## config.mk

```make
export PLATFORM = sky130hd
export DESIGN_NAME = ebc_bus_ctrl
export DESIGN_NICKNAME = d
export VERILOG_FILES = /design/src/core/ebc_pkg.sv /design/src/core/ebc_bus_ctrl.sv /design/src/core/ebc_region_cfg.sv
export SDC_FILE = /design/constraint.sdc
export NUM_CORES = 1
export LEC_CHECK = 0
export CAP_MARGIN = 20
export CORE_AREA = 2 2 128 130
export DETAILED_ROUTE_END_ITERATION = 16
export DIE_AREA = 0 0 130 132
export DONT_BUFFER_PORTS = 1
export GPL_TIMING_DRIVEN = 0
export PLACE_DENSITY = 0.52
export SKIP_LAST_GASP = 1
export SYNTH_ARGS = -nofsm -noshare
export SYNTH_HDL_FRONTEND = slang
export SYNTH_SLANG_ARGS = --single-unit
```

## constraint.sdc

```tcl
create_clock -name clk -period 5.3 [get_ports clk]
set_input_delay 1.06 -clock clk [delete_from_list [all_inputs] [get_ports clk]]
set_output_delay 1.06 -clock clk [all_outputs]
set_load 0.01 [all_outputs]
```

## src/core/ebc_pkg.sv

```systemverilog
/*
 * Constants of the external bus cycle controller: phase counts in
 * half-clock units, field widths, region count and reset values.
 * Assumes a single 50 MHz clock; one half-clock unit is one clk cycle.
 */
package ebc_pkg;
	localparam int REGIONS = 4;
	localparam int REGION_W = 2;
	localparam int ADDR_W = 24;
	localparam int DATA_W = 16;
	localparam int WAIT_W = 4;
	localparam logic [3:0] WAIT_MAX = 4'hF;
	// base durations in half-clock units
	localparam logic [3:0] BASE_DEMUX_NORM = 4'h4;
	localparam logic [3:0] BASE_DEMUX_EXT = 4'h6;
	localparam logic [3:0] BASE_MUX_NORM = 4'h6;
	localparam logic [3:0] BASE_MUX_EXT = 4'h8;
	localparam logic [1:0] LATCH_NORM_TCL = 2'h1;
	localparam logic [1:0] LATCH_EXT_TCL = 2'h3;
	localparam logic [1:0] MUX_ADDR_TCL = 2'h2;
	localparam logic [5:0] WAIT_STEP_TCL = 6'h02;
	localparam logic [1:0] FLOAT_TCL = 2'h2;
	localparam logic [1:0] STROBE_TCL = 2'h2;
	localparam logic [1:0] HALF_UNITS_PER_REF = 2'h2;
	localparam logic [5:0] CFG_RESET = 6'h00;
	typedef enum logic [2:0] {ST_IDLE, ST_LATCH, ST_MUXADDR, ST_STROBE, ST_WAIT, ST_READY, ST_FLOAT} ebc_state_type;
endpackage

```

## src/core/ebc_bus_ctrl.sv

```systemverilog
/*
 * External bus cycle generator: address latch, strobes, waitstates,
 * ready extension and tristate phase, per chip-select region.
 * Assumes requests are held until done; inputs synchronous to clk.
 */
`timescale 1ns/1ps
// Functional notes
// - demux normal latch: 4 half-clock units plus waits
// - demux extended latch: 6 half-clock units plus waits
// - mux normal latch: 6 half-clock units plus waits
// - mux extended latch: 8 half-clock units plus waits
// - two units per step below 15, two more if tristate field 0
// - timing picked per region from its configuration register
// - reference clock period is two half-clock units
// - read data captured on the edge ending the read strobe
// - read/write delay bit postpones strobe falling edge
// - early write bit raises write strobes earlier when ready is disabled
// - strobe phase stretched by waits or ready inactive
// - tristate wait adds a phase after the strobe
// - address and write data held until write strobe rises
// - mux: address on shared port; demux: dedicated ports plus byte enable
// - ready high adds a waitstate, low ends the cycle
// - async ready takes an extra synchroniser stage
module ebc_bus_ctrl #(
	parameter int ADDR_W = ebc_pkg::ADDR_W,
	parameter int DATA_W = ebc_pkg::DATA_W
) (
	input wire logic clk, // system clock
	input wire logic rst, // sync reset
	input wire logic [1:0] cfgSel, // region written
	input wire logic cfgLoad, // config write strobe
	input wire logic [9:0] cfgIn, // {rdy,ew,rwd,mttc,mctc[3:0],ext,mux} see below
	input wire logic req, // cycle request, held
	input wire logic reqWrite, // write when high
	input wire logic [1:0] reqRegion, // chip-select region
	input wire logic [ADDR_W-1:0] reqAddr, // address
	input wire logic [DATA_W-1:0] reqWdata, // write data
	input wire logic [1:0] reqByteEn, // byte lanes
	input wire logic readyIn, // ready pin, low = done
	input wire logic [DATA_W-1:0] sharedIn, // shared port input
	output logic [DATA_W-1:0] sharedOut, // shared port output
	output logic sharedOe_n, // shared port enable, low drives
	output logic [ADDR_W-1:0] dedAddr, // dedicated address ports
	output logic upperByteEnable_n, // upper byte enable
	output logic addrLatch, // address latch enable
	output logic readStrobe_n, // read strobe
	output logic writeStrobe_n, // full write strobe
	output logic writeLowByteStrobe_n, // low byte write
	output logic writeHighByteStrobe_n, // high byte write
	output logic writeRegionSelect_n, // write chip select
	output logic readRegionSelect_n, // read chip select
	output logic refClockOut, // reference clock out
	output logic [DATA_W-1:0] rdata, // captured read data
	output logic done // one-cycle completion pulse
);
	// config layout: [0] mux, [1] ext latch, [5:2] mctc, [6] mttc, [7] rwdelay, [8] early write,
	// [9] ready enable; async ready is always synchronised (see below)
	logic [9:0] cfgAll [ebc_pkg::REGIONS];
	genvar g;
	generate
		for (g = 0; g < ebc_pkg::REGIONS; g++) begin : gReg
			ebc_region_cfg uCfg (
				.clk(clk),
				.rst(rst),
				.cfgLoad(cfgLoad && (cfgSel == 2'(g))),
				.cfgIn(cfgIn),
				.cfgOut(cfgAll[g])
			);
		end
	endgenerate

	ebc_pkg::ebc_state_type state_q, state_d;
	logic [5:0] cnt_q, cnt_d;
	logic [9:0] cur_q;
	logic write_q;
	logic rdySync1_q, rdySync2_q;
	logic [5:0] len_q;
	logic [5:0] cycCnt_q;

	// per-region selection of the running cycle
	wire [9:0] selCfg = cfgAll[reqRegion];
	wire cMux = cur_q[0];
	wire cExt = cur_q[1];
	wire [3:0] cMctc = cur_q[5:2];
	wire cMttc = cur_q[6];
	wire cRwd = cur_q[7];
	wire cEarly = cur_q[8];
	wire cRdyEn = cur_q[9];
	// latch length taken from the region before its config is copied
	wire [1:0] latchLen = selCfg[1] ? ebc_pkg::LATCH_EXT_TCL : ebc_pkg::LATCH_NORM_TCL;
	wire [5:0] waitLen = 6'((ebc_pkg::WAIT_MAX - cMctc)) * ebc_pkg::WAIT_STEP_TCL;
	wire lastCnt = (cnt_q == 6'h01);
	// ready: two-stage synchroniser costs a waitstate
	wire rdyDone = !rdySync2_q;
	wire [3:0] baseLen = cMux ? (cExt ? ebc_pkg::BASE_MUX_EXT : ebc_pkg::BASE_MUX_NORM)
		: (cExt ? ebc_pkg::BASE_DEMUX_EXT : ebc_pkg::BASE_DEMUX_NORM);
	wire [5:0] totalLen = 6'(baseLen) + waitLen + (cMttc ? 6'h00 : 6'(ebc_pkg::FLOAT_TCL));
	wire inStrobe = (state_q == ebc_pkg::ST_STROBE) || (state_q == ebc_pkg::ST_WAIT)
		|| (state_q == ebc_pkg::ST_READY);
	// delayed falling edge: strobe absent in the first unit of the phase
	wire strobeOn = inStrobe && !(cRwd && (state_q == ebc_pkg::ST_STROBE) && (cnt_q == 6'(ebc_pkg::STROBE_TCL)));
	// early write: write strobes drop in the final unit of the phase when ready is disabled
	wire finalUnit = endStrobe && !cRdyEn;
	wire wrOn = strobeOn && write_q && !(cEarly && finalUnit);
	wire rdOn = strobeOn && !write_q;
	wire endStrobe = lastCnt && ((state_q == ebc_pkg::ST_STROBE && waitLen == 6'h00 && (!cRdyEn))
		|| (state_q == ebc_pkg::ST_WAIT && !cRdyEn) || (state_q == ebc_pkg::ST_READY && rdyDone))
		|| (state_q == ebc_pkg::ST_READY && rdyDone && cnt_q == 6'h00);

	// sequencer next state
	always_comb begin
		state_d = state_q;
		cnt_d = (cnt_q != 6'h00) ? cnt_q - 6'h01 : 6'h00;
		case (state_q)
			ebc_pkg::ST_IDLE: begin
				if (req) begin
					state_d = ebc_pkg::ST_LATCH;
					cnt_d = 6'(latchLen);
				end
			end
			ebc_pkg::ST_LATCH: if (lastCnt) begin
				state_d = cMux ? ebc_pkg::ST_MUXADDR : ebc_pkg::ST_STROBE;
				cnt_d = cMux ? 6'(ebc_pkg::MUX_ADDR_TCL) : 6'(ebc_pkg::STROBE_TCL);
			end
			ebc_pkg::ST_MUXADDR: if (lastCnt) begin
				state_d = ebc_pkg::ST_STROBE;
				cnt_d = 6'(ebc_pkg::STROBE_TCL);
			end
			ebc_pkg::ST_STROBE: if (lastCnt) begin
				// stretch by memory waits, then by ready
				if (waitLen != 6'h00) begin
					state_d = ebc_pkg::ST_WAIT;
					cnt_d = waitLen;
				end else if (cRdyEn) begin
					state_d = ebc_pkg::ST_READY;
					cnt_d = 6'(ebc_pkg::STROBE_TCL);
				end else begin
					state_d = cMttc ? ebc_pkg::ST_IDLE : ebc_pkg::ST_FLOAT;
					cnt_d = cMttc ? 6'h00 : 6'(ebc_pkg::FLOAT_TCL);
				end
			end
			ebc_pkg::ST_WAIT: if (lastCnt) begin
				if (cRdyEn) begin
					state_d = ebc_pkg::ST_READY;
					cnt_d = 6'(ebc_pkg::STROBE_TCL);
				end else begin
					state_d = cMttc ? ebc_pkg::ST_IDLE : ebc_pkg::ST_FLOAT;
					cnt_d = cMttc ? 6'h00 : 6'(ebc_pkg::FLOAT_TCL);
				end
			end
			ebc_pkg::ST_READY: begin
				// sample at each reference period end: high waits, low ends
				if (lastCnt || cnt_q == 6'h00) begin
					if (rdyDone) begin
						state_d = cMttc ? ebc_pkg::ST_IDLE : ebc_pkg::ST_FLOAT;
						cnt_d = cMttc ? 6'h00 : 6'(ebc_pkg::FLOAT_TCL);
					end else begin
						cnt_d = 6'(ebc_pkg::HALF_UNITS_PER_REF);
					end
				end
			end
			ebc_pkg::ST_FLOAT: if (lastCnt) begin
				state_d = ebc_pkg::ST_IDLE; // tristate phase
			end
			default: begin
				state_d = ebc_pkg::ST_IDLE;
				cnt_d = 6'h00;
			end
		endcase
	end

	// state, captured config and ready synchroniser
	always_ff @(posedge clk) begin
		if (rst) begin
			state_q <= ebc_pkg::ST_IDLE;
			cnt_q <= 6'h00;
			cur_q <= 10'h000;
			write_q <= 1'b0;
			rdySync1_q <= 1'b1;
			rdySync2_q <= 1'b1;
			len_q <= 6'h00;
			cycCnt_q <= 6'h00;
		end else begin
			state_q <= state_d;
			cnt_q <= cnt_d;
			rdySync1_q <= readyIn;
			rdySync2_q <= rdySync1_q;
			if (state_q == ebc_pkg::ST_IDLE && req) begin
				cur_q <= selCfg;
				write_q <= reqWrite;
			end
			if (state_q == ebc_pkg::ST_LATCH) begin
				len_q <= totalLen;
			end
			// clocks since the taking edge; wraps only in ready-held cycles
			if (state_q == ebc_pkg::ST_IDLE && req) begin
				cycCnt_q <= 6'h01;
			end else if (state_q != ebc_pkg::ST_IDLE) begin
				cycCnt_q <= cycCnt_q + 6'h01;
			end
		end
	end

	// reference clock toggles each half-clock unit, so period is two units
	always_ff @(posedge clk) begin
		if (rst) begin
			refClockOut <= 1'b0;
		end else begin
			refClockOut <= !refClockOut;
		end
	end

	// pins registered; address held through the whole cycle incl. strobe rise
	wire busy = (state_d != ebc_pkg::ST_IDLE) && (state_d != ebc_pkg::ST_FLOAT);
	// at the taking edge the copied config is not there yet, so look at the region
	wire curMux = (state_q == ebc_pkg::ST_IDLE) ? selCfg[0] : cMux;
	wire muxAddrPhase = curMux && (state_q == ebc_pkg::ST_LATCH || (state_q == ebc_pkg::ST_IDLE && req));
	always_ff @(posedge clk) begin
		if (rst) begin
			sharedOut <= '0;
			sharedOe_n <= 1'b1;
			dedAddr <= '0;
			upperByteEnable_n <= 1'b1;
			addrLatch <= 1'b0;
			readStrobe_n <= 1'b1;
			writeStrobe_n <= 1'b1;
			writeLowByteStrobe_n <= 1'b1;
			writeHighByteStrobe_n <= 1'b1;
			writeRegionSelect_n <= 1'b1;
			readRegionSelect_n <= 1'b1;
			rdata <= '0;
			done <= 1'b0;
		end else begin
			addrLatch <= (state_d == ebc_pkg::ST_LATCH);
			if (busy) begin
				dedAddr <= reqAddr;
				upperByteEnable_n <= !reqByteEn[1];
			end
			// shared port: address in mux latch phase, write data later
			sharedOut <= (muxAddrPhase && state_d == ebc_pkg::ST_LATCH) ? DATA_W'(reqAddr) : reqWdata;
			// write data stays driven until the write strobe has risen
			sharedOe_n <= !((busy && ((curMux && state_d == ebc_pkg::ST_LATCH) || reqWrite)) || wrOn);
			readStrobe_n <= !rdOn;
			readRegionSelect_n <= !rdOn;
			writeStrobe_n <= !wrOn;
			writeRegionSelect_n <= !wrOn;
			writeLowByteStrobe_n <= !(wrOn && reqByteEn[0]);
			writeHighByteStrobe_n <= !(wrOn && reqByteEn[1]);
			// capture on the very edge that raises the read strobe pin
			if (!readStrobe_n && !rdOn) begin
				rdata <= sharedIn;
			end
			done <= (state_q != ebc_pkg::ST_IDLE) && (state_d == ebc_pkg::ST_IDLE);
		end
	end
endmodule // ebc_bus_ctrl

```

## src/core/ebc_region_cfg.sv

```systemverilog
/*
 * One region's bus configuration register: address-latch mode, mux mode,
 * memory-cycle wait, tristate wait, read/write delay and early write.
 * Assumes the loader holds cfgLoad for one clock per write.
 */
`timescale 1ns/1ps
module ebc_region_cfg (
	input wire logic clk, // system clock
	input wire logic rst, // sync reset
	input wire logic cfgLoad, // write strobe
	input wire logic [9:0] cfgIn, // new value
	output logic [9:0] cfgOut // held value
);
	// holds settings of this region
	always_ff @(posedge clk) begin
		if (rst) begin
			cfgOut <= 10'h000;
		end else if (cfgLoad) begin
			cfgOut <= cfgIn;
		end
	end
endmodule // ebc_region_cfg

```

; After elaboration in Yosys (flattened, before gate mapping)
; Index checks and enable logic that the tools add are counted.
[word_totals]
ram_bits = 0
register_bits = 127
memories = 0
output_inout_bits = 67
inputBits = 78
mem_bits_ro = 0
latchBits = 0
word_cells = 129
[op_classes]
shift = 0
add_sub_neg = 2
n_eq_ne = 13
muxes = 30
n_lt_le_gt_ge = 1
bitwise = 1
div_mod_pow = 0
multipliers = 0
n_reduce_logical = 60
[ops]
columns = op, count
row1 = two-way mux 6 bit, 7
row2 = one-hot mux 6 bit (6 select lines), 1
row3 = two-way mux 3 bit, 11
row4 = logical AND 1 bit, 28
row5 = one-hot mux 3 bit (7 select lines), 1
row6 = binary-select mux 10 bit (select 2 bit), 1
row7 = two-way mux 10 bit, 2
row8 = two-way mux 16 bit, 1
row9 = zero test 1 bit, 13
row10 = zero test 6 bit, 2
row11 = nonzero test 6 bit, 2
row12 = "equality test 3 bit, second input constant", 3
row13 = logical OR 1 bit, 9
row14 = two-way mux 2 bit, 4
row15 = "equality test 3 x 1 -> 1 bit, second input constant", 2
row16 = "equality test 3 x 2 -> 1 bit, second input constant", 2
row17 = "equality test 6 x 1 -> 1 bit, second input constant", 1
row18 = "equality test 6 x 2 -> 1 bit, second input constant", 1
row19 = zero test 3 bit, 2
row20 = nonzero test 3 bit, 2
row21 = "subtractor 6 x 1 -> 6 bit, second input constant", 1
row22 = "subtractor 4 x 4 -> 5 bit, first input constant", 1
row23 = "equality test 2 bit, second input constant", 2
row24 = ">= comparator 3 bit, second input constant", 1
row25 = 6 further kinds, 7

; Logic depth before layout (Yosys ltp)
[depth]
ltp_word = 14
ltp_mapped = 11
depth_no_buf = 9

; Cells and area by module
; A second synthesis with hierarchy kept.
[unflattened]
cells_unflattened = 714
area_unflattened_um2 = 6451.2
[modules_own_cells]
columns = module, seq_area_each_um2, n_inst, cells_per_inst, area_each_um2
row1 = ebc_bus_ctrl, 1721.7, 1, 586, 5039.8
row2 = ebc_region_cfg, 200.2, 4, 32, 352.8

; Least setup slack after synthesis
; OpenSTA, ideal clock, no wires.
[synth_path]
path_kind = input to register
startpoint = input reqRegion[0]
endpoint = register sharedOut[10]
stages = 7
setup_slack_ns = 2.445
setup_time_ns = 0.128
arrival_time_ns = 2.727
path_cell_list = clkbuf_1 > mux4_2 > mux2i_1 > nor4_4 > buf_6 > mux2i_1 > nor2_1
[synth_between]
elab_chain_len = 8
[synth_rtl]
columns = item, line_no
row1 = start: declaration, ebc_bus_ctrl.sv:35  ; input wire logic [1:0] reqRegion,
row2 = inverter 2 -> 3 bit (implied by the code), ebc_bus_ctrl.sv:81  ; wire [9:0] selCfg = cfgAll[reqRegion];
row3 = binary-select mux 10 bit (select 2 bit), ebc_bus_ctrl.sv:81
row4 = two-way mux 10 bit (implied by the code) (2 in a row), ebc_bus_ctrl.sv:81
row5 = two-way mux 1 bit, ebc_bus_ctrl.sv:216  ; wire curMux = (state_q == ebc_pkg::ST_IDLE) ? selCfg[0] : cMux;
row6 = logical AND 1 bit, ebc_bus_ctrl.sv:217  ; wire muxAddrPhase = curMux && (state_q == ebc_pkg::ST_LATCH || (state_q == ebc_pkg::ST_IDLE && req));
row7 = logical AND 1 bit, ebc_bus_ctrl.sv:240  ; sharedOut <= (muxAddrPhase && state_d == ebc_pkg::ST_LATCH) ? DATA_W'(reqAddr) : reqWdata;
row8 = two-way mux 16 bit, ebc_bus_ctrl.sv:240
row9 = end signal: assignment, ebc_bus_ctrl.sv:240
row10 = end: declaration, ebc_bus_ctrl.sv:41  ; output logic [DATA_W-1:0] sharedOut,
; Every way passes these cells. The select of a mux whose other input is x is not followed.
; A chain may end at the register's enable or synchronous reset.

; Final worst setup path
[layout_path]
startpoint = register cnt_q[2]
endpoint = register sharedOut[14]
[layout_between]
elab_chain_len = 7
elab_cells_between_ends = 13
[layout_rtl]
columns = item, line_no
row1 = start: declaration, ebc_bus_ctrl.sv:73  ; logic [5:0] cnt_q, cnt_d;
row2 = start signal: assignment, ebc_bus_ctrl.sv:185  ; cnt_q <= cnt_d;
row3 = equality test 6 x 1 -> 1 bit / zero test 6 bit (equally long branches), "ebc_bus_ctrl.sv:92, ebc_bus_ctrl.sv:153"
row4 = logical OR 1 bit, ebc_bus_ctrl.sv:153  ; if (lastCnt || cnt_q == 6'h00) begin
row5 = two-way mux 3 bit, ebc_bus_ctrl.sv:153
row6 = one-hot mux 3 bit (7 select lines) (*), ebc_bus_ctrl.sv:114  ; case (state_q)
row7 = equality test 3 x 1 -> 1 bit (*), ebc_bus_ctrl.sv:240
row8 = logical AND 1 bit (*), ebc_bus_ctrl.sv:240
row9 = two-way mux 16 bit (*), ebc_bus_ctrl.sv:240
; Every way passes the cells marked *; elsewhere a longest branch is shown, timed or not.

==> results.py <==
metrics = {
    "run_status": {
        "status": "finished clean",
    },
    "power": {
        "powerDensity_mw_per_mm2": 492,
        "pwr-share-comb": 0.242,
        "p_leak_nw": 2.30,
        "peakVddDrop_v": 0.000225,
        "power_frac_clock": 0.369,
        "p_int_mw": 2.12,
        "swShare": 0.315,
        "p_sw_mw": 0.975,
        "p_seq_frac": 0.389,
    },
    "timing": {
        "slew_viol_final": 0,
        "tns_ns": 0,
        "worst_slack_ns": 2.29,
        "hold_viol_final": 0,
        "tightest_slew_ns": 0.963,
        "period_share": 0.568,
        "fmax_mhz": 332,
        "setup-violations-final": 0,
        "fin_worst_skew_ns": 0.0113,
        "rsz0062_at_grt": "no",
        "slew_headroom": 0.355,
        "min_period_ns": 3.01,
    },
    "die": {
        "die-area_sq_mm": 0.0172,
        "start_util": 0.346,
        "ios": 145,
        "die_w_um": 130,
        "row_count": 46,
        "die_h_um": 132,
        "core_area_sq_mm": 0.0157,
    },
    "grt": {
        "use_met1": 0.210,
        "gr-usage-met2": 0.267,
        "grt_start_max_net_pins": 17,
        "grt_pass1_wl_um": 22400,
        "busiest_layer": "met2",
        "grt_pass1_vias": 4297,
        "antenna_found_initial": 0,
        "grt_use_met3": 0.0532,
        "grt-ovfl-total": 0,
        "track_usage": 0.168,
    },
    "critical_path": {
        "crit_family": "simple AND/OR/NAND/NOR gates",
        "path_cells": "nor4_2, buf_4, nand2_2, o21bai_1, o221ai_1, nor4_4, buf_6, mux2i_1, nor2_1",
        "slowest_delay_ns": 0.78,
        "cp-start-kind": "flop",
        "worstPathRequired_ns": 5.58,
        "slowest_stage": "nor4_4",
        "endpoint_kind": "flop",
        "cp.arrival_ns": 3.29,
        "critPathMaxFanout": 10,
        "critPathKind": "reg -> reg",
        "path_buf_inv": 2,
    },
    "clock_tree": {
        "cts.repair.resized": 0,
        "cts_hold_buf": 0,
        "clock_sinks": 126,
        "clockBufferDepth": 2,
        "clock-root-buffer": "clkbuf_16",
        "htree_num_levels": 4,
        "clock_latency_ns": 0.41,
        "postCtsSetupRepairBufs": 0,
        "cts_buffers": 17,
        "cts.clk_slew.worst_paths_ns": 0.05,
        "cts_tree": "yes",
    },
    "yosys": {
        "ys_seq_area_frac": 0.465,
        "netlist_area_sq_mm": 0.00543,
        "ys_ff_latch": 126,
        "ys_warn_count": 0,
        "synthArstFlopShare": 0,
        "synth_fp_nets": 668,
        "ys_types": 51,
        "ys.flop_type": "dfxtp_1",
        "synthCells": 586,
        "synth-edff-count": 0,
        "postSynthAreaPerCell_sq_um": 9.27,
    },
    "detailed_routing": {
        "via_per_inst": 5.01,
        "vias": 4170,
        "firstDrtPassIters": 4,
        "wire_per_inst_um": 16.7,
        "drt_iter0_drc": 243,
        "final_antenna_net_count": 0,
        "drc": 0,
        "wl_um": 13900,
    },
    "cells_and_area": {
        "drive_gt1_frac": 0.109,
        "seqCellArea_sq_mm": 0.00252,
        "final_common_cell": "dfxtp_1",
        "syn_to_final_growth_pct": 15.7,
        "fin_util": 0.400,
        "insertedDiodeCount": 0,
        "nFillCells": 1601,
        "fin_nets": 687,
        "mostFrequentLayoutCells": "dfxtp_1, nand2_1, mux2i_1, nor2_1, a21oi_1",
        "multi_input_area_sq_mm": 0.00271,
    },
    "placed_design": {
        "pre_cts_ws_ns": 1.89,
        "routabilityCongestion": 0.865,
        "dp_hpwl_um": 10200,
        "io_buffer_count": 0,
    },
    "min_path": {
        "hold_class": "reg -> reg",
    },
    "run": {
        "cap_violations": 0,
    },
}
-- worst register-to-register path, stage by stage, from the launching register on --
cell and delay (ns):
dfxtp_1 0.36, nor4_2 0.35, buf_4 0.23, nand2_2 0.12, o21bai_1 0.16, o221ai_1 0.32
nor4_4 0.78, buf_6 0.27, mux2i_1 0.21, nor2_1 0.06
-- metal layers --
metal  routed length, um  vias to the layer above  share of wire
li1                    -                     2031              -
met1                6190                     1989           0.45
met5                   0                        -              0
met4                 310                        0          0.022
met3                 835                       26          0.060
met2                6570                      124           0.47
-- registers in the layout (all words and copies together) (netlist names), 3 cells and up --
register,count
cur_q,9
rdata,16
gReg.uCfg.cfgOut,40
dedAddr,24
state_q,3
sharedOut,16
cnt_q,6
-- path summary, 6_finish.rpt --
check                             start                  endpoint  slack (ns)  cells after the start
hold / removal    rdySync1_q$_SDFF_PP1_     rdySync2_q$_SDFF_PP1_        0.41                      1
setup reg to reg    cnt_q[2]$_SDFF_PP0_  sharedOut[14]$_SDFF_PP0_        2.29                      9
hold reg to reg   rdySync1_q$_SDFF_PP1_     rdySync2_q$_SDFF_PP1_        0.41                      1
setup / recovery    cnt_q[2]$_SDFF_PP0_  sharedOut[14]$_SDFF_PP0_        2.29                      9
-- per-stage QoR --
step                hold WS [ns]  cell area, sq um  power (mW)  cells
finish                     0.408              6280        3.09    833
global route               0.426              6280        3.26    833
CTS                        0.410              6280        3.12    833
detailed placement         0.397              5700        1.97    802
global placement           0.393              5700        1.96    802
floorplan                  0.389              5430        1.81    586
-- Yosys cell counts (5+ instances only) --
master    instances  share of area
nand2b_1         50          0.058
mux4_2           10          0.041
mux2i_1          70           0.13
a21oi_1          52          0.048
clkbuf_1         26          0.018
dfxtp_1         126           0.46
nand3_1           6         0.0055
nand2_1          97          0.067
a31oi_1           6         0.0069
nor3_1            8         0.0074
inv_1             5         0.0035
nor2_1           61          0.042
-- power groups by stage --
stage / Sequential [mW] / Combinational (mW) / Clock [mW]
2_1_floorplan: 1.19 / 0.619 / 0
3_3_place_gp: 1.22 / 0.737 / 0
3_5_place_dp: 1.22 / 0.746 / 0
4_1_cts: 1.21 / 0.748 / 1.17
5_1_grt: 1.22 / 0.827 / 1.22
6_report: 1.20 / 0.748 / 1.14
-- kinds of logic (layout without fill, tap and decap cells) --
logic type               count (synthesis)  in the layout  share of synthesized area
flip-flops                             126            126                      0.465
AO/OA/AOI/OAI                           78             78                     0.0922
adder cells (fa/ha/maj)                  4              4                    0.00922
multiplexers                            80             80                      0.171
AND/OR/NAND/NOR                        251            251                      0.220
XOR/XNOR                                 4              4                    0.00645
buffers and inverters                   43             74                     0.0369
-- layout make-up --
type / instances / area share
clock inverter: 11 / 0.0183
tap: 216 / 0.0430
buffer: 38 / 0.0289
inverter: 5 / 0.00299
sequential: 126 / 0.402
multi-input combinational: 417 / 0.431
clock buffer: 20 / 0.0743
(Power assumes the default switching activity.)
